File: config.mk
export PLATFORM = sky130hd
export DESIGN_NAME = spi_front
export DESIGN_NICKNAME = d
export VERILOG_FILES = /design/src/shared/spi_front_pkg.sv /design/src/hw/spi_front.sv
export VERILOG_INCLUDE_DIRS = /design/src /design/src/shared
export SDC_FILE = /design/constraint.sdc
export NUM_CORES = 1
export LEC_CHECK = 0
export BUFFER_PORTS_ARGS = -buffer_cell sky130_fd_sc_hd__buf_2
export CORE_MARGIN = 2
export CORE_UTILIZATION = 40
export DETAILED_ROUTE_END_ITERATION = 16
export PLACE_DENSITY = 0.68
export SKIP_LAST_GASP = 1
export SYNTH_ARGS = -nofsm -noshare
export SYNTH_HDL_FRONTEND = slang
export SYNTH_SLANG_ARGS = --single-unit
export TNS_END_PERCENT = 5
File: constraint.sdc
create_clock -name sys_clk -period 7.3 [get_ports sys_clk]
set_input_delay 0 -clock sys_clk [delete_from_list [all_inputs] [get_ports sys_clk]]
set_output_delay 0 -clock sys_clk [all_outputs]
set_load 0.005 [all_outputs]
File: src/shared/spi_front_cfg.svh
// Constants of the serial front end: offsets, field positions, reset values, timing.
`ifndef SPI_FRONT_CFG_SVH
`define SPI_FRONT_CFG_SVH
`define FRAME_BITS 32
`define APP_CTRL1 6'h01
`define APP_CTRL2 6'h02
`define APP_CTRL3 6'h03
`define APP_CTRL4 6'h04
`define APP_STAT1 6'h06
`define APP_TRIM1 6'h3E
`define APP_TRIM2 6'h3F
`define INFO_MAKER 6'h00
`define INFO_FAMILY 6'h01
`define INFO_PART1 6'h02
`define INFO_PART2 6'h03
`define INFO_PART3 6'h04
`define INFO_PART4 6'h05
`define INFO_REV 6'h0A
`define INFO_MODE 6'h10
`define INFO_WD_KIND 6'h11
`define INFO_WD_ADDR 6'h13
`define INFO_WD_INDEX 6'h14
`define INFO_PHASE 6'h20
`define INFO_GSB_OPT 6'h3E
`define INFO_SOFT_RST 6'h3F
`define VAL_MODE 8'h31
`define VAL_WD_KIND 8'h4A
`define VAL_WD_ADDR 8'h44
`define VAL_WD_INDEX 8'hD7
`define VAL_PHASE 8'h55
`define VAL_GSB_OPT 8'h00
`define VAL_SOFT_RST 8'h00
`define CTRL_RESET 24'h000000
`define TRIM_RESET 24'h000000
`define GSB_NOT_BIT 7
`define GSB_RESET_BIT 6
`define GSB_SERR_BIT 5
`define STAT_SERR_BIT 0
`define TRIM_LOCK_BIT 1
`define INFO_MIN_EDGES 16
`define INFO_EDGE_STEP 8
`define WD_PERIOD_MS 50
`endif

File: src/shared/spi_front_pkg.sv
// Types shared by the serial front end.
package spi_front_pkg;
  typedef enum logic [1:0] {
    OP_WRITE = 2'b00,
    OP_READ = 2'b01,
    OP_READ_CLEAR = 2'b10,
    OP_INFO = 2'b11
  } op_code_e;
  typedef struct packed {
    op_code_e op;
    logic [5:0] addr;
    logic [23:0] data;
  } frame_s;
  typedef struct packed {
    logic sdo_o;
    logic sdo_oe;
  } sdo_pin_s;
endpackage

File: src/hw/spi_front.sv
// Serial slave front end: frame decode, register map, information area and frame checks.
`timescale 1ns/1ps
`include "spi_front_cfg.svh"
module spi_front #(
  parameter logic [7:0] MAKER_ID = 8'hA5, // Arbitrary value.
  parameter logic [7:0] FAMILY_ID = 8'h3C, // Arbitrary value.
  parameter logic [31:0] PART_ID = 32'h1234_5678, // Arbitrary value.
  parameter logic [7:0] REVISION_ID = 8'h0B // Arbitrary value.
) (
  // Clock and reset.
  input wire logic sys_clk,
  input wire logic rst_n,
  // Serial pins from the master.
  input wire logic chip_select_n,
  input wire logic sck,
  input wire logic sdi,
  // Serial data out pin.
  output spi_front_pkg::sdo_pin_s sdo,
  // Device side status sources and views.
  input wire logic [23:0] status_set,
  input wire logic [4:0] gsb_events,
  output logic [23:0] control_one,
  output logic [23:0] control_two,
  output logic [23:0] control_three,
  output logic [23:0] control_four,
  output logic [23:0] status_one,
  output logic [23:0] customer_trim_one,
  output logic [23:0] customer_trim_two,
  output logic serial_error_flag,
  output logic device_reset_flag
);
  import spi_front_pkg::*;

  // Double-flop synchronisers; only the second stage is read by logic.
  logic [2:0] meta_q;
  logic [2:0] sync_q;
  logic sck_prev_q;
  logic cs_prev_q;
  always_ff @(posedge sys_clk or negedge rst_n) begin
    if (!rst_n) begin
      // Reset values match the idle pins (selected high, clock low) so no false edge follows.
      meta_q <= 3'h4;
      sync_q <= 3'h4;
      sck_prev_q <= 1'b0;
      cs_prev_q <= 1'b1;
    end else begin
      meta_q <= {chip_select_n, sck, sdi};
      sync_q <= meta_q;
      sck_prev_q <= sync_q[1];
      cs_prev_q <= sync_q[2];
    end
  end

  logic cs_n_s;
  logic sdi_s;
  logic sck_rise;
  logic sck_fall;
  logic frame_start;
  logic frame_end;
  assign cs_n_s = sync_q[2];
  assign sdi_s = sync_q[0];
  assign sck_rise = !cs_n_s && sync_q[1] && !sck_prev_q;
  assign sck_fall = !cs_n_s && !sync_q[1] && sck_prev_q;
  assign frame_start = cs_prev_q && !cs_n_s;
  assign frame_end = !cs_prev_q && cs_n_s;

  // Input shift register and rising-edge counter, cleared at frame start.
  logic [31:0] shift_in_q;
  logic [7:0] edge_cnt_q;
  always_ff @(posedge sys_clk or negedge rst_n) begin
    if (!rst_n) begin
      shift_in_q <= 32'h0000_0000;
      edge_cnt_q <= 8'h00;
    end else if (frame_start) begin
      shift_in_q <= 32'h0000_0000;
      edge_cnt_q <= 8'h00;
    end else if (sck_rise) begin
      // Long info frames keep their first 32 bits, so parity still covers the command.
      if (edge_cnt_q < 8'(`FRAME_BITS)) begin
        shift_in_q <= {shift_in_q[30:0], sdi_s};
      end
      if (edge_cnt_q != 8'hFF) begin
        edge_cnt_q <= edge_cnt_q + 8'h01;
      end
    end
  end

  // Op code captured on the second rise, so short frames are judged by their own kind.
  op_code_e frame_op_q;
  always_ff @(posedge sys_clk or negedge rst_n) begin
    if (!rst_n) begin
      frame_op_q <= OP_WRITE;
    end else if (frame_start) begin
      frame_op_q <= OP_WRITE;
    end else if (sck_rise && edge_cnt_q == 8'h01) begin
      frame_op_q <= op_code_e'({shift_in_q[0], sdi_s});
    end
  end

  // Information area lookup, used by the out-shifter and nowhere else decoded twice.
  function automatic logic [7:0] info_byte(input logic [5:0] a);
    case (a)
      `INFO_MAKER: info_byte = MAKER_ID;
      `INFO_FAMILY: info_byte = FAMILY_ID;
      `INFO_PART1: info_byte = PART_ID[31:24];
      `INFO_PART2: info_byte = PART_ID[23:16];
      `INFO_PART3: info_byte = PART_ID[15:8];
      `INFO_PART4: info_byte = PART_ID[7:0];
      `INFO_REV: info_byte = REVISION_ID;
      `INFO_MODE: info_byte = `VAL_MODE;
      `INFO_WD_KIND: info_byte = `VAL_WD_KIND;
      `INFO_WD_ADDR: info_byte = `VAL_WD_ADDR;
      `INFO_WD_INDEX: info_byte = `VAL_WD_INDEX;
      `INFO_PHASE: info_byte = `VAL_PHASE;
      `INFO_GSB_OPT: info_byte = `VAL_GSB_OPT;
      `INFO_SOFT_RST: info_byte = `VAL_SOFT_RST;
      default: info_byte = 8'h00;
    endcase
  endfunction

  // Application read data; unused addresses return zero and raise nothing.
  logic [23:0] app_rd;
  always_comb begin
    case (shift_in_q[5:0])
      `APP_CTRL1: app_rd = control_one;
      `APP_CTRL2: app_rd = control_two;
      `APP_CTRL3: app_rd = control_three;
      `APP_CTRL4: app_rd = control_four;
      `APP_STAT1: app_rd = status_one;
      `APP_TRIM1: app_rd = customer_trim_one;
      `APP_TRIM2: app_rd = customer_trim_two;
      default: app_rd = 24'h000000;
    endcase
  end

  // Global status byte; bit 7 is the NOR of the others.
  logic [7:0] global_status_byte;
  always_comb begin
    global_status_byte = {1'b0, device_reset_flag, serial_error_flag, gsb_events};
    global_status_byte[`GSB_NOT_BIT] = ~|global_status_byte[6:0];
  end

  // Output shifter: status byte loaded at frame start, payload after the eighth rise.
  // Info reads fill the tail with zeros, so the serial line is low after the byte.
  logic [31:0] shift_out_q;
  logic out_bit_q;
  always_ff @(posedge sys_clk or negedge rst_n) begin
    if (!rst_n) begin
      shift_out_q <= 32'h0000_0000;
      out_bit_q <= 1'b0;
    end else if (frame_start) begin
      shift_out_q <= {global_status_byte, 24'h000000};
      out_bit_q <= global_status_byte[7];
    end else if (sck_rise && edge_cnt_q == 8'h07) begin
      if (shift_in_q[6:5] == OP_INFO) begin
        // Bit 31 still shows the last status bit; the payload follows at the next fall.
        shift_out_q <= {shift_out_q[31], info_byte({shift_in_q[4:0], sdi_s}),
                        23'h000000};
      end else begin
        shift_out_q <= {shift_out_q[31], app_rd_next(shift_in_q[4:0], sdi_s), 7'h00};
      end
    end else if (sck_fall) begin
      shift_out_q <= {shift_out_q[30:0], 1'b0};
      out_bit_q <= shift_out_q[30];
    end
  end

  // Read data for the address that completes on the eighth rise.
  function automatic logic [23:0] app_rd_next(input logic [4:0] hi, input logic lo);
    logic [5:0] a;
    a = {hi, lo};
    case (a)
      `APP_CTRL1: app_rd_next = control_one;
      `APP_CTRL2: app_rd_next = control_two;
      `APP_CTRL3: app_rd_next = control_three;
      `APP_CTRL4: app_rd_next = control_four;
      `APP_STAT1: app_rd_next = status_one;
      `APP_TRIM1: app_rd_next = customer_trim_one;
      `APP_TRIM2: app_rd_next = customer_trim_two;
      default: app_rd_next = 24'h000000;
    endcase
  endfunction

  // Serial output pin, registered; enabled for the whole select period.
  always_ff @(posedge sys_clk or negedge rst_n) begin
    if (!rst_n) begin
      sdo <= '0;
    end else begin
      sdo.sdo_oe <= !cs_n_s;
      sdo.sdo_o <= !cs_n_s && out_bit_q;
    end
  end

  // Frame checks evaluated at select release.
  frame_s fr;
  logic parity_ok;
  logic count_ok;
  logic stuck;
  logic frame_bad;
  logic frame_empty;
  assign fr = frame_s'(shift_in_q);
  assign parity_ok = ^shift_in_q;
  assign frame_empty = (edge_cnt_q == 8'h00);
  assign stuck = (shift_in_q == 32'h0000_0000) || (shift_in_q == 32'hFFFF_FFFF);
  always_comb begin
    if (frame_op_q == OP_INFO) begin
      count_ok = (edge_cnt_q >= 8'(`INFO_MIN_EDGES)) &&
                 (edge_cnt_q[2:0] == 3'h0);
    end else begin
      count_ok = (edge_cnt_q == 8'(`FRAME_BITS));
    end
  end
  // For a short info frame the address bits sit lower; only full frames act.
  assign frame_bad = !count_ok || !parity_ok || stuck;

  logic accept;
  logic soft_rst;
  logic clear_all;
  assign accept = frame_end && !frame_empty && !frame_bad && (edge_cnt_q == 8'(`FRAME_BITS));
  assign soft_rst = accept && fr.op == OP_INFO && fr.addr == `INFO_SOFT_RST;
  assign clear_all = soft_rst ||
                     (accept && fr.op == OP_READ_CLEAR && fr.addr == `APP_TRIM2);

  // Serial error flag: set on a rejected frame, shown next frame, cleared by a read-clear of the status register or by a clear-all.
  // A new failure in the clearing cycle wins so no error is lost.
  always_ff @(posedge sys_clk or negedge rst_n) begin
    if (!rst_n) begin
      serial_error_flag <= 1'b0;
    end else if (frame_end && !frame_empty && frame_bad) begin
      serial_error_flag <= 1'b1;
    end else if (accept && fr.op == OP_READ_CLEAR && fr.addr == `APP_STAT1) begin
      serial_error_flag <= 1'b0;
    end else if (clear_all) begin
      serial_error_flag <= 1'b0;
    end
  end

  // Device reset flag: raised at power-on, cleared by a status clear.
  always_ff @(posedge sys_clk or negedge rst_n) begin
    if (!rst_n) begin
      device_reset_flag <= 1'b1;
    end else if (clear_all ||
                 (accept && fr.op == OP_READ_CLEAR && fr.addr == `APP_STAT1)) begin
      device_reset_flag <= 1'b0;
    end
  end

  // Control registers: written by accepted writes, returned to default by soft reset and held there while the reset flag is set.
  always_ff @(posedge sys_clk or negedge rst_n) begin
    if (!rst_n) begin
      control_one <= `CTRL_RESET;
      control_two <= `CTRL_RESET;
      control_three <= `CTRL_RESET;
      control_four <= `CTRL_RESET;
    end else if (soft_rst || device_reset_flag) begin
      control_one <= `CTRL_RESET;
      control_two <= `CTRL_RESET;
      control_three <= `CTRL_RESET;
      control_four <= `CTRL_RESET;
    end else if (accept && fr.op == OP_WRITE) begin
      case (fr.addr)
        `APP_CTRL1: control_one <= fr.data;
        `APP_CTRL2: control_two <= fr.data;
        `APP_CTRL3: control_three <= fr.data;
        `APP_CTRL4: control_four <= fr.data;
        default: ;
      endcase
    end
  end

  // Trim registers; writes blocked once the lock bit in the second one is set.
  always_ff @(posedge sys_clk or negedge rst_n) begin
    if (!rst_n) begin
      customer_trim_one <= `TRIM_RESET;
      customer_trim_two <= `TRIM_RESET;
    end else if (accept && fr.op == OP_WRITE &&
                 !customer_trim_two[`TRIM_LOCK_BIT]) begin
      if (fr.addr == `APP_TRIM1) begin
        customer_trim_one <= fr.data;
      end
      if (fr.addr == `APP_TRIM2) begin
        customer_trim_two <= fr.data;
      end
    end
  end

  // Status register: sticky bits, set beats clear.
  always_ff @(posedge sys_clk or negedge rst_n) begin
    if (!rst_n) begin
      status_one <= 24'h000000;
    end else if (clear_all ||
                 (accept && fr.op == OP_READ_CLEAR && fr.addr == `APP_STAT1)) begin
      status_one <= status_set;
    end else begin
      status_one <= status_one | status_set;
    end
  end
endmodule

* After elaboration in Yosys (flattened, before gate mapping)
Memories as Yosys holds them, arrays and structs flattened.
Cells that the tools add are included.
** Operators by class
- $lt $le $gt $ge :: 2
- Eq/ne operators :: 24
- Reduce and logical (&&, ||, !) cells :: 64
- Add/subtract/negate cells :: 1
- Bitwise operators :: 1
- Mux-type cells :: 33
** Operators by type and width (count)
- $mux 24 :: 13
- $pmux 24 s7 :: 1
- $mux 31 :: 4
- $mux 32 :: 3
- $eq 32x32->1 const B :: 1
- $logic_not 32->1 :: 1
- $reduce_xor 32->1 :: 1
- $eq 6x2->1 const B :: 4
- $eq 6x3->1 const B :: 4
- $eq 6x6->1 const B :: 4
- $mux 8 :: 3
- $or 24x24->24 :: 1
- $logic_and 1x1->1 :: 21
- $reduce_bool 2->1 :: 10
- $reduce_and 2->1 :: 9
- $eq 6x1->1 const B :: 2
- $logic_not 1->1 :: 10
- $add 8x1->8 const B :: 1
- $eq 2x2->1 const B :: 4
- $eq 8x1->1 const B :: 1
- $eq 8x3->1 const B :: 1
- $eq 8x6->1 const B :: 1
- $ge 8x5->1 const B :: 1
- $logic_not 8->1 :: 1
- 10 further kinds :: 23
** Storage, ports and cells
- Bits in read-only memories :: 512
- Flip-flop bits (word level) :: 254
- Output and inout port bits :: 172
- Input port bits :: 34
- Memories :: 1
** Memory list
- (name not given) :: depth 64, width 8, rd ports 1, clocked after memory_dff 0, write ports 0, RTL line spi_front.sv:102 : case (a)

* Logic depth before layout (Yosys ltp)
Gate-level depths: netlist of run 1.
- Depth after elaboration :: 15
- Mapped depth :: 12
- Gate-level depth less buffers :: 8

* Worst setup path after synthesis of run 1
OpenSTA, ideal clock, no wires.
- Kind :: reg2reg
- Start :: register shift_in_q[3] (netlist: fr[3])
- End :: register control_one[4]
- Setup slack :: 4.661 ns
- Buffers on the path :: 4
- Cell stages (with the launch flop) :: 13
- Clock period less this slack :: 2.639 ns
- Arrival time :: 2.566 ns
- Setup time :: 0.073 ns
- Path through :: dfrtp_1 -> buf_2 -> clkinv_1 -> ha_1 -> xnor2_1 -> xnor2_1 -> xnor2_1 -> xnor2_1 -> buf_4 -> buf_4 -> clkbuf_1 -> nand3_1 -> a21oi_2
** On the way
- Cells in the longest elaborated chain, start to end :: 12
** Ends and longest elaborated chain
- start, declared :: RTL line spi_front.sv:68 : logic [31:0] shift_in_q;
- start signal, assigned :: RTL line spi_front.sv:80 : shift_in_q <= {shift_in_q[30:0], sdi_s};
- $reduce_xor 32->1 :: RTL line spi_front.sv:202 : assign parity_ok = ^shift_in_q;
- $logic_not 1->1 :: RTL line spi_front.sv:214 : assign frame_bad = !count_ok || !parity_ok || stuck;
- $logic_or 1x1->1 :: RTL line spi_front.sv:214
- $logic_or 1x1->1 * :: RTL line spi_front.sv:214
- $logic_not 1->1 * :: RTL line spi_front.sv:219 : assign accept = frame_end && !frame_empty && !frame_bad && (edge_cnt_q == 8'(`FRAME_BITS));
- $logic_and 1x1->1 * (2 in series) :: RTL line spi_front.sv:219
- $logic_and 1x1->1 :: RTL line spi_front.sv:220 : assign soft_rst = accept && fr.op == OP_INFO && fr.addr == `INFO_SOFT_RST;
- $logic_and 1x1->1 (no source line)
- $logic_or 1x1->1 :: RTL line spi_front.sv:255 : end else if (soft_rst || device_reset_flag) begin
- $reduce_bool 2->1 (no source line)
- $reduce_and 2->1 (no source line)
- end signal, assigned :: RTL line spi_front.sv:251 : control_one <= `CTRL_RESET;
- end signal, assigned :: RTL line spi_front.sv:256 : control_one <= `CTRL_RESET;
- end signal, assigned :: RTL line spi_front.sv:262 : `APP_CTRL1: control_one <= fr.data;
- end, declared :: RTL line spi_front.sv:22 : output logic [23:0] control_one,
Mark *: on every way between the ends. The rest lies on a longest branch, timed or not.
A chain may end at the register's enable or synchronous reset.

* Worst setup path after layout of run 1
- Start :: register shift_in_q[3] (netlist: fr[3])
- End :: register customer_trim_one[5]
** On the way
- Cells in the longest elaborated chain, start to end :: 10
** Ends and longest elaborated chain
- $reduce_xor 32->1 :: RTL line spi_front.sv:202
- $logic_not 1->1 :: RTL line spi_front.sv:214
- $logic_or 1x1->1 :: RTL line spi_front.sv:214
- $logic_or 1x1->1 * :: RTL line spi_front.sv:214
- $logic_not 1->1 * :: RTL line spi_front.sv:219
- $logic_and 1x1->1 * (2 in series) :: RTL line spi_front.sv:219
- $logic_and 1x1->1 * (2 in series) :: RTL line spi_front.sv:276 : end else if (accept && fr.op == OP_WRITE &&
- $reduce_and 2->1 (no source line) *
- end signal, assigned :: RTL line spi_front.sv:274 : customer_trim_one <= `TRIM_RESET;
- end signal, assigned :: RTL line spi_front.sv:279 : customer_trim_one <= fr.data;
- end, declared :: RTL line spi_front.sv:27 : output logic [23:0] customer_trim_one,
Marked as above.

==> results of run 1 <==
logic make-up (layout without fill, tap and decap cells):
kind of cell,count (synthesis),count (layout)
AOI/OAI and AO/OA,431,431
and+or+nand+nor,340,340
DFF,247,247
buffers and inverters,169,344
muxes,81,81
adders and majority gates,40,40
xor gates and xnor gates,23,23
cell usage after synthesis, types with 3 or more instances:
| library cell | number |
|---|---|
| buf_2 | 29 |
| nor4_1 | 3 |
| dfstp_2 | 4 |
| a21oi_2 | 40 |
| nor3_1 | 12 |
| and2_1 | 6 |
| nand4_1 | 12 |
| xnor2_1 | 17 |
| o22ai_1 | 3 |
| ha_1 | 40 |
| a21o_1 | 40 |
| a211oi_1 | 3 |
| nor2b_1 | 8 |
| a222oi_1 | 16 |
| o21ai_0 | 141 |
| o221ai_1 | 5 |
| nor2_1 | 44 |
| buf_1 | 3 |
| a22oi_1 | 28 |
| a21oi_1 | 121 |
| dfrtp_1 | 243 |
| nand3_1 | 111 |
| inv_1 | 35 |
| buf_6 | 9 |
| and3_1 | 13 |
| clkbuf_2 | 5 |
| mux2_2 | 10 |
| o21ai_1 | 11 |
| clkbuf_1 | 80 |
| buf_4 | 6 |
| mux2_4 | 39 |
| xor2_1 | 6 |
| nand2_1 | 112 |
| mux2i_1 | 32 |
layer usage:
layer  wire length (µm)  up-vias  global-route usage (%)
met5                  0        -                       0
met4               1410        0                    8.90
met3               3580       91                    4.35
met2              19300      614                    38.0
met1              17700     5603                    33.3
li1                   -     5036                       -
flip-flops by register name, indices dropped and copies added (netlist names), 2 cells and up:
register           cells
frame_op_q             2
customer_trim_two     24
control_two           24
status_one            24
control_four          24
shift_out_q           24
customer_trim_one     24
edge_cnt_q             8
sync_q                 3
sdo                    2
control_three         24
fr                    32
control_one           24
meta_q                 3
report_power, final:
group          internal [W]  total, W  switching [W]
clock              0.000870   0.00146       0.000586
combinational     0.0000543  0.000198       0.000144
sequential          0.00138   0.00140      0.0000124
total               0.00231   0.00305       0.000742
worst reg2reg max path, cell delays in order, from the launching register on:
cell      delay [ns]
dfrtp_1         0.76
clkinv_1        0.43
ha_1            0.39
xnor2_1         0.19
xnor2_1         0.17
xnor2_1         0.22
xnor2_2         0.99
buf_4           0.81
nand4_4         0.80
mux2_4          0.54
stage by stage:
| stage | hold slack [ns] | setup WS [ns] |
|---|---|---|
| 2_1_floorplan | -0.296 | 4.66 |
| 3_3_place_gp | 0.0952 | 2.09 |
| 3_5_place_dp | 0.110 | 1.97 |
| 4_1_cts | 0.0745 | 1.88 |
| 5_1_grt | 0.110 | 1.62 |
| 6_report | 0.0673 | 1.86 |
final timing paths:
kind | to | start | slack, ns
hold reg to reg | sync_q[1] | meta_q[1] | 0.35
min in group sys_clk | meta_q[0] | sdi | 0.09
max in group asynchronous | control_one[9] | rst_n | 5.96
setup reg to reg | customer_trim_one[5] | fr[3] | 1.86
setup / recovery | customer_trim_one[5] | fr[3] | 1.86
hold / removal | meta_q[0] | rst_n | 0.07
area by class of cell:
class,instances,area share [%]
tap,442,3.58
clock inverter,11,0.955
inverter,37,0.898
multi-input combinational,915,39.5
clock buffer,39,5.18
sequential,247,40.0
timing repair buffer,257,9.84
==> impl_metrics.csv, run 1 <==
group,metric,value,unit
worst_setup_path,critical_path_depth,9,
finish,stdcell_count,1948,
finish,final_core_util,47.9,%
floorplanning,core,32300,µm²
synthesis,synthAdderAreaFrac,3.85,%
synthesis,synth_xor_area_share,1.55,%
power,ir_drop,0.000169,V
global_route,track_usage,24.1,%
synthesis,synth_top_family_by_area,"compound AO/OA/AOI/OAI gates",
synthesis,syn_area_per_cell,9.77,µm²
finish,fin_nets,1559,
synthesis,synth_cell_type_count,67,
finish,n_antenna_cell,0,
worst_setup_path,crit_arrival,5.86,ns
flow_run,maxCapViolCount,0,
timing,max_slew_margin,13.9,%
clocking,cts_hold_buffers,33,
synthesis,yosys.area.top_type_share,46.8,%
timing,max_freq,0.184,GHz
global_route,grt_max_degree,145,
worst_setup_path,reg2reg_depth,9,
clocking,clk_latency,0.56,ns
placed_design,io_buffer_count,205,
timing,fin_crit,5.44,ns
drt,wire_per_inst,21.6,µm
drt,vias_per_cell,5.82,
synthesis,yosysTopAreaCell,"dfrtp_1",
synthesis,synthTopCellsByArea,"dfrtp_1, o21ai_0, a21oi_1",
floorplanning,floorplan.die.height,184,µm
drt,drcViolationCount,0,
finish,fill_cells,3019,
placed_design,dp.cells,1865,
power,leakagePower,7.05,nW
worst_setup_path,crit_path_cell_trace,"clkinv_1 -> ha_1 -> xnor2_1 -> xnor2_1 -> xnor2_1 -> xnor2_2 -> buf_4 -> nand4_4 -> mux2_4",
power,powerDensity,197,nW/µm²
finish,post-route-cell-area,15500,µm²
synthesis,synth_area,13000,µm²
synthesis,syn_inst,1331,
finish,multiInputGateArea,6110,µm²
floorplanning,die-area,34000,µm²
synthesis,synthMuxAreaShare,7.83,%
power,power.total,0.00305,W
finish,final_cell_mix,"dfrtp_1, buf_2, o21ai_0",
global_route,overflow,0,
global_route,grt_pass1_wl,63800,µm
clocking,cts_buffers,27,
synthesis,synth_edf_count,0,
finish,register_area,6190,µm²
global_route,first_global_vias,10900,
drt,drt_iter0_drc,1384,
drt,dr_total_vias,11300,
placed_design,placed_area,14200,µm²
clocking,cts_setup_buffers,0,
drt,ant_nets,0,
worst_setup_path,cpLargestDelayFamily,"XOR/XNOR gates",
timing,hold_viol,0,
clocking,clk_pin_slew,0.07,ns
synthesis,ys_seq_area_share,47.6,%
worst_setup_path,cp-start-kind,"flop",
worst_setup_path,critPathBufInv,2,
timing,finalCritPeriodShare,74.5,%
min_path,hold_class,"in -> async",
synthesis,synth.net_count,1405,
timing,fin_skew,0.0259,ns
synthesis,yosysWarnings,0,
synthesis,synthSimpleGateAreaFrac,12.7,%
clocking,cts_max_path_buffers,3,
timing,worst_pin_slew,1.29,ns
timing,tns,0,ns
drt,wl,42000,µm
finish,layout_commonest_cell,"dfrtp_1",
synthesis,ys.flop_type,"dfrtp_1",
worst_setup_path,crit_slowest_cell,"xnor2_2",
global_route,antenna_found_initial,0,
worst_setup_path,worstSetupPathType,"reg -> reg",
drt,dr.pass1.iters,6,
floorplanning,initial_core_util,40.3,%
worst_setup_path,crit_path_end_kind,"flop",
timing,rsz0062_at_grt,"no",
worst_setup_path,critPathMaxFanout,77,
clocking,clock-sinks,247,
synthesis,synth_compound_area_share,20.6,%
synthesis,ys_seq_elements,247,
worst_setup_path,critPathMaxStageDelay,0.99,ns
clocking,post_cts_resized,0,
floorplanning,io_pins,206,
synthesis,synth_async_sr_flop_share,100,%
placed_design,place.gp.congestion,0.912,
finish,area_delta_synth_final,18.9,%
floorplanning,die_w,184,µm
worst_setup_path,cpMostUsedCell,"xnor2_1",
clocking,htree_num_levels,1,
timing,final-setup-viol-count,0,
finish,drive_gt1_share,25.5,%
clocking,cts_tree,"built",
worst_setup_path,required,7.72,ns
floorplanning,row_count,66,
placed_design,dp_hpwl,27500,µm
timing,maxSlewViolCount,0,
clocking,root_buffer,"clkbuf_16",
outcome,status,"complete, no violations",
Power figures use the tool's default switching activity.
==> run 2, diff against run 1 <==
ABC_AREA = 1   (was default)
clock period = 5.3 ns   (was 7.3 ns; I/O delays follow)
==> run 2 against run 1 <==
- highest routed layer unchanged
- die area grew 0.84%
- the flow now finishes with violations (negative hold slack)
- non-clock buffer count rose by 2
- clock power up 49%
- count of clock-buffer cells in the layout fell by 3
- utilization grew 0.94 points
- worst setup slack worse by 0.48 ns
- flip-flop and latch count unchanged
- sequential share of layout area shrank 0.88 points
- worst hold slack got worse by 0.096 ns
==> impl_metrics.csv, run 2 <==
group,metric,value,unit
worst_setup_path,worstSetupStartpoint,"fr[3]",
finish,fill_cells,3133,
finish,fin_nets,1881,
worst_setup_path,cp-start-kind,"flop",
finish,register_area,6190,µm²
finish,drive_gt1_share,17.8,%
timing,worst_pin_slew,1.17,ns
timing,fin_crit,3.91,ns
finish,area_delta_synth_final,20.5,%
drt,dr.pass1.iters,6,
floorplanning,die-area,34200,µm²
floorplanning,floorplan.die.height,185,µm
global_route,antenna_found_initial,0,
global_route,busiest_layer,"met2",
global_route,track_usage,26.3,%
outcome,violations,"negative hold slack",
worst_setup_path,critPathMaxStageDelay,0.91,ns
clocking,cts_tree,"built",
floorplanning,row_count,66,
timing,rsz0062_at_grt,"no",
synthesis,ys_seq_area_share,47.2,%
timing,hold-worst-slack,-0.0290,ns
min_path,hold_class,"in -> async",
timing,max_slew_margin,22.2,%
timing,maxSlewViolCount,0,
clocking,cts_hold_buffers,35,
global_route,use_met3,4.44,%
synthesis,synth_async_sr_flop_share,100,%
synthesis,ys_seq_elements,247,
global_route,use_met1,35.2,%
global_route,grt_pass1_wl,70500,µm
synthesis,synth_most_common_cell,"nand2_1",
finish,layout_commonest_cell,"nand2_1",
worst_setup_path,crit_path_end_kind,"flop",
worst_setup_path,worstSetupPathType,"reg -> reg",
clocking,clk_pin_slew,0.06,ns
synthesis,synthTopCellsByArea,"dfrtp_1, nand2_1, nand4_1",
finish,final_core_util,48.8,%
synthesis,synth.net_count,1691,
placed_design,io_buffer_count,205,
outcome,status,"complete, but fails checks",
synthesis,syn_inst,1617,
placed_design,place.gp.congestion,0.961,
finish,multiInputGateArea,6040,µm²
timing,hold_viol,10,
clocking,cts_setup_buffers,0,
power,powerDensity,275,nW/µm²
timing,tns,0,ns
synthesis,yosysWarnings,0,
synthesis,synth_edf_count,0,
timing,max_freq,0.256,GHz
drt,drt_iter0_drc,1329,
worst_setup_path,r2r_start,"fr[3]",
worst_setup_path,crit_slowest_cell,"nand3_1",
clocking,clk_latency,0.58,ns
timing,final-setup-viol-count,0,
drt,drcViolationCount,0,
floorplanning,die_w,185,µm
synthesis,synth_commonest_cells,"nand2_1, dfrtp_1, nand4_1",
synthesis,ys.flop_type,"dfrtp_1",
worst_setup_path,crit_arrival,4.36,ns
flow_run,maxCapViolCount,0,
floorplanning,core,32400,µm²
clocking,root_buffer,"clkbuf_16",
power,ir_drop,0.000260,V
synthesis,synth_cell_type_count,39,
placed_design,dp_hpwl,30800,µm
finish,final_cell_mix,"nand2_1, dfrtp_1, buf_2",
floorplanning,initial_core_util,40.5,%
synthesis,synth_area,13100,µm²
finish,n_antenna_cell,0,
drt,vias_per_cell,5.68,
synthesis,yosys.area.top_type_share,46.4,%
worst_setup_path,cpMostUsedCell,"nand2_1",
clocking,clock-sinks,247,
drt,wire_per_inst,20.0,µm
clocking,cts_buffers,29,
global_route,use_met2,42.8,%
clocking,post_cts_resized,0,
worst_setup_path,required,5.75,ns
synthesis,yosysTopAreaCell,"dfrtp_1",
global_route,first_global_vias,12300,
timing,finalCritPeriodShare,73.8,%
floorplanning,io_pins,206,
global_route,overflow,0,
clocking,cts_max_path_buffers,3,
drt,dr_total_vias,12900,
global_route,grt_max_degree,177,
drt,wl,45400,µm
power,leakagePower,8.36,nW
synthesis,syn_area_per_cell,8.11,µm²
clocking,htree_num_levels,1,
power,power.total,0.00434,W
finish,largest_reg_flops,32,
timing,fin_skew,0.0177,ns
worst_setup_path,critPathMaxFanout,24,
worst_setup_path,crit_path_cell_trace,"clkinv_1 -> ha_1 -> nand2_1 -> inv_1 -> nor2_1 -> nand2_1 -> nand2_1 -> nand2_1 -> nand2_1 -> inv_1 -> nand2_1 -> nand4_1 -> nor2_2 -> nand3_1 -> nand2_1 -> nand2_1",
drt,ant_nets,0,
==> run 2: cell types whose count changed after synthesis, sizes merged, moves of 32 or more <==
cell   change
a21oi    -113
inv       +83
mux2      -49
mux2i     -32
nand2    +449
nand4    +146
nor2      +33
o21ai    -120
==> run 2: worst max-delay path: cells and delay by family, from the launching register on <==
kind,cells,cell delay [ns]
adders and majority gates,1,0.40
buffers and inverters,3,0.45
DFF,1,0.59
and+or+nand+nor,12,2.31
==> run 2: path summary, 6_finish.rpt <==
kind	to	slack (ns)	cells past startpoint
min reg2reg	sync_q[0]	0.35	0
min in group sys_clk	meta_q[1]	0.06	2
max in group asynchronous	fr[27]	3.96	3
max	customer_trim_one[21]	1.39	16
min	customer_trim_two[12]	-0.03	2
max reg2reg	customer_trim_one[21]	1.39	16
==> run 2: cell type report <==
type | count | area share [%]
timing repair buffer | 259 | 9.75
tap | 442 | 3.50
clock buffer | 36 | 4.95
sequential | 247 | 39.1
clock inverter | 15 | 1.60
inverter | 119 | 2.83
multi-input combinational | 1151 | 38.2
==> run 2: per-stage QoR <==
step	cells	area (µm²)	setup slack, ns
after floorplan	1617	13100	2.56
after detailed placement	2183	14400	1.41
final	2269	15800	1.39
after global placement	2183	14400	1.58
after global routing	2269	15800	1.06
after CTS	2269	15800	1.41
==> run 2: logic make-up (layout without fill, tap and decap cells) <==
kind of cell	after synthesis	count (layout)	synth area share [%]
AND/OR/NAND/NOR	915	915	32.5
XOR/XNOR	1	1	0.0668
adder cells (fa/ha/maj)	40	40	3.82
AO/OA/AOI/OAI	195	195	9.62
buffers and inverters	219	429	6.85
flip-flops	247	247	47.2
==> run 2: metal layers <==
metal  wire length (µm)  share of wire [%]
met5                  0                  0
met1              18500                 41
met2              21400                 47
met4               1810                4.0
met3               3720                8.2
==> run 2: report_power, final <==
part / leakage (nW) / switching [W] / internal, W
logic: 4.58 / 0.000164 / 0.0000717
registers: 3.27 / 0.0000184 / 0.00191
clock network: 0.508 / 0.000837 / 0.00134
total: 8.36 / 0.00102 / 0.00332
==> run 3, diff against run 2 <==
clock period = 3.94 ns   (was 5.3 ns; I/O delays follow)
==> run 3 against run 2 <==
- the run now ends clean
- highest routed layer unchanged
- via count grew 0.22%
- first-iteration DRC count up 15%
- critical endpoint is now serial_error_flag
- utilization increased by 0.070 points
- register-to-register slack got worse by 0.48 ns
- die area stayed put
- sequential power up 34%
- count of clock-buffer cells in the layout rose by 5
==> impl_metrics.csv, run 3 (synthesis results as in run 2) <==
group,metric,value,unit
power,seq_power_share,47.8,%
clocking,cts_tree,"built",
timing,finalCritPeriodShare,76.9,%
worst_setup_path,worstSetupPathType,"reg -> reg",
power,p_comb_share,6.1,%
drt,wire_per_inst,20.6,µm
timing,fin_crit,3.03,ns
finish,largest_reg_flops,32,
placed_design,dp.cells,2207,
timing,max_slew_margin,31.5,%
min_path,hold_class,"in -> reg",
power,power.total,0.00541,W
floorplanning,die-area,34200,µm²
worst_setup_path,cpMostUsedCell,"nand2_1",
flow_run,maxCapViolCount,0,
drt,ant_nets,0,
global_route,first_global_vias,12300,
clocking,cts_buffers,28,
worst_setup_path,crit_path_end_kind,"flop",
power,ir_drop,0.000313,V
power,switching_share,24.5,%
worst_setup_path,crit_end,"serial_error_flag",
floorplanning,initial_core_util,40.5,%
worst_setup_path,cpLargestDelayFamily,"simple AND/OR/NAND/NOR gates",
worst_setup_path,required,4.42,ns
worst_setup_path,crit_path_cell_trace,"inv_1 -> ha_1 -> nand2_1 -> inv_1 -> nor2_1 -> nand2_1 -> nand2_1 -> nand2_1 -> nand2_1 -> nand2_1 -> nand4_1 -> nor2_1 -> inv_1 -> nand2_1 -> o21ai_0",
clocking,clk_latency,0.57,ns
clocking,clock-sinks,247,
timing,final-setup-viol-count,0,
finish,fin_nets,1903,
drt,drcViolationCount,0,
clocking,post_cts_resized,0,
floorplanning,io_pins,206,
global_route,overflow,0,
worst_setup_path,critical_path_depth,15,
power,leakagePower,8.40,nW
floorplanning,row_count,66,
global_route,track_usage,27.3,%
clocking,cts_setup_buffers,0,
worst_setup_path,worstSetupStartpoint,"fr[6]",
worst_setup_path,crit_slowest_cell,"inv_1",
placed_design,dp_hpwl,32100,µm
placed_design,place.gp.congestion,0.927,
global_route,grt_pass1_wl,72300,µm
global_route,antenna_found_initial,0,
placed_design,preCtsSetupSlack,0.959,ns
worst_setup_path,critPathMaxStageDelay,0.75,ns
timing,tns,0,ns
drt,dr.pass1.iters,6,
worst_setup_path,crit_arrival,3.51,ns
floorplanning,core,32400,µm²
timing,maxSlewViolCount,0,
clocking,htree_num_levels,1,
floorplanning,die_w,185,µm
power,p_int,0.00408,W
timing,rsz0062_at_grt,"no",
worst_setup_path,critPathBufInv,3,
worst_setup_path,cp-start-kind,"flop",
placed_design,io_buffer_count,205,
worst_setup_path,r2r_start,"fr[6]",
timing,worst_pin_slew,1.03,ns
finish,drive_gt1_share,18.6,%
drt,dr_total_vias,12900,
timing,max_freq,0.330,GHz
clocking,cts_max_path_buffers,3,
power,p_switching,0.00133,W
timing,fin_skew,0.0213,ns
drt,drt_iter0_drc,1525,
clocking,root_buffer,"clkbuf_16",
global_route,grt_max_degree,116,
clocking,clk_pin_slew,0.06,ns
finish,final_cell_mix,"nand2_1, dfrtp_1, buf_2",
worst_setup_path,critPathMaxFanout,24,
finish,n_antenna_cell,0,
clocking,cts_hold_buffers,34,
outcome,status,"complete, no violations",
finish,fill_cells,3160,
worst_setup_path,rrSetupSlack,0.91,ns
drt,vias_per_cell,5.64,
finish,layout_commonest_cell,"nand2_1",
finish,area_delta_synth_final,20.7,%
worst_setup_path,r2r_end,"serial_error_flag",
timing,hold_viol,0,
drt,wl,47100,µm
power,powerDensity,342,nW/µm²
finish,stdcell_count,2289,
floorplanning,floorplan.die.height,185,µm
timing,setup_ws,0.911,ns
worst_setup_path,reg2reg_depth,15,
min_path,whs_path_depth,2,
power,pwr-share-clk,46.1,%
run 3: cell types whose count changed in the layout (fill, tap and decap cells not counted), sizes merged:
cell         before  now
clkbuf           36   41
buf             224  248
inv             120  118
dlygate4sd3      35   34
bufinv            6    0
run 3: worst min path at each step:
stage | end | from | slack (ns)
after floorplan | control_four[0] | rst_n | -0.30
after global placement | meta_q[2] | chip_select_n | 0.11
after detailed placement | meta_q[2] | chip_select_n | 0.11
after CTS | meta_q[2] | chip_select_n | 0.06
after global routing | meta_q[1] | sck | 0.08
final | meta_q[2] | chip_select_n | 0.08
run 3: final cells by class:
class / instances / area, µm² / area share (%)
timing repair buffer: 282 / 1740 / 11.0
clock buffer: 41 / 810 / 5.11
clock inverter: 7 / 52.6 / 0.332
sequential: 247 / 6190 / 39.1
multi-input combinational: 1151 / 6040 / 38.2
inverter: 119 / 447 / 2.82
tap: 442 / 553 / 3.49
run 3: stage by stage:
stage	cell area (µm²)	utilization (%)	hold WS [ns]
2_1_floorplan	13100	-	-0.296
3_3_place_gp	14600	45.2	0.107
3_5_place_dp	14600	45.2	0.107
4_1_cts	15800	48.9	0.0635
5_1_grt	15800	48.9	0.0815
6_report	15800	48.9	0.0801
run 3: per-layer routing:
| layer | vias up | part of all wire, % | global-route usage, % |
|---|---|---|---|
| met5 | - | 0 | 0 |
| met4 | 0 | 3.7 | 10.4 |
| met3 | 106 | 8.3 | 3.26 |
| met2 | 703 | 48 | 44.9 |
| met1 | 6230 | 40 | 36.8 |
| li1 | 5872 | - | - |
run 3: power by group through the flow:
stage,logic (W),clock network (W),registers [W]
4_1_cts,0.000329,0.00252,0.00259
2_1_floorplan,0.000156,0,0.00263
3_3_place_gp,0.000299,0,0.00263
5_1_grt,0.000366,0.00263,0.00259
6_report,0.000330,0.00249,0.00259
3_5_place_dp,0.000302,0,0.00263
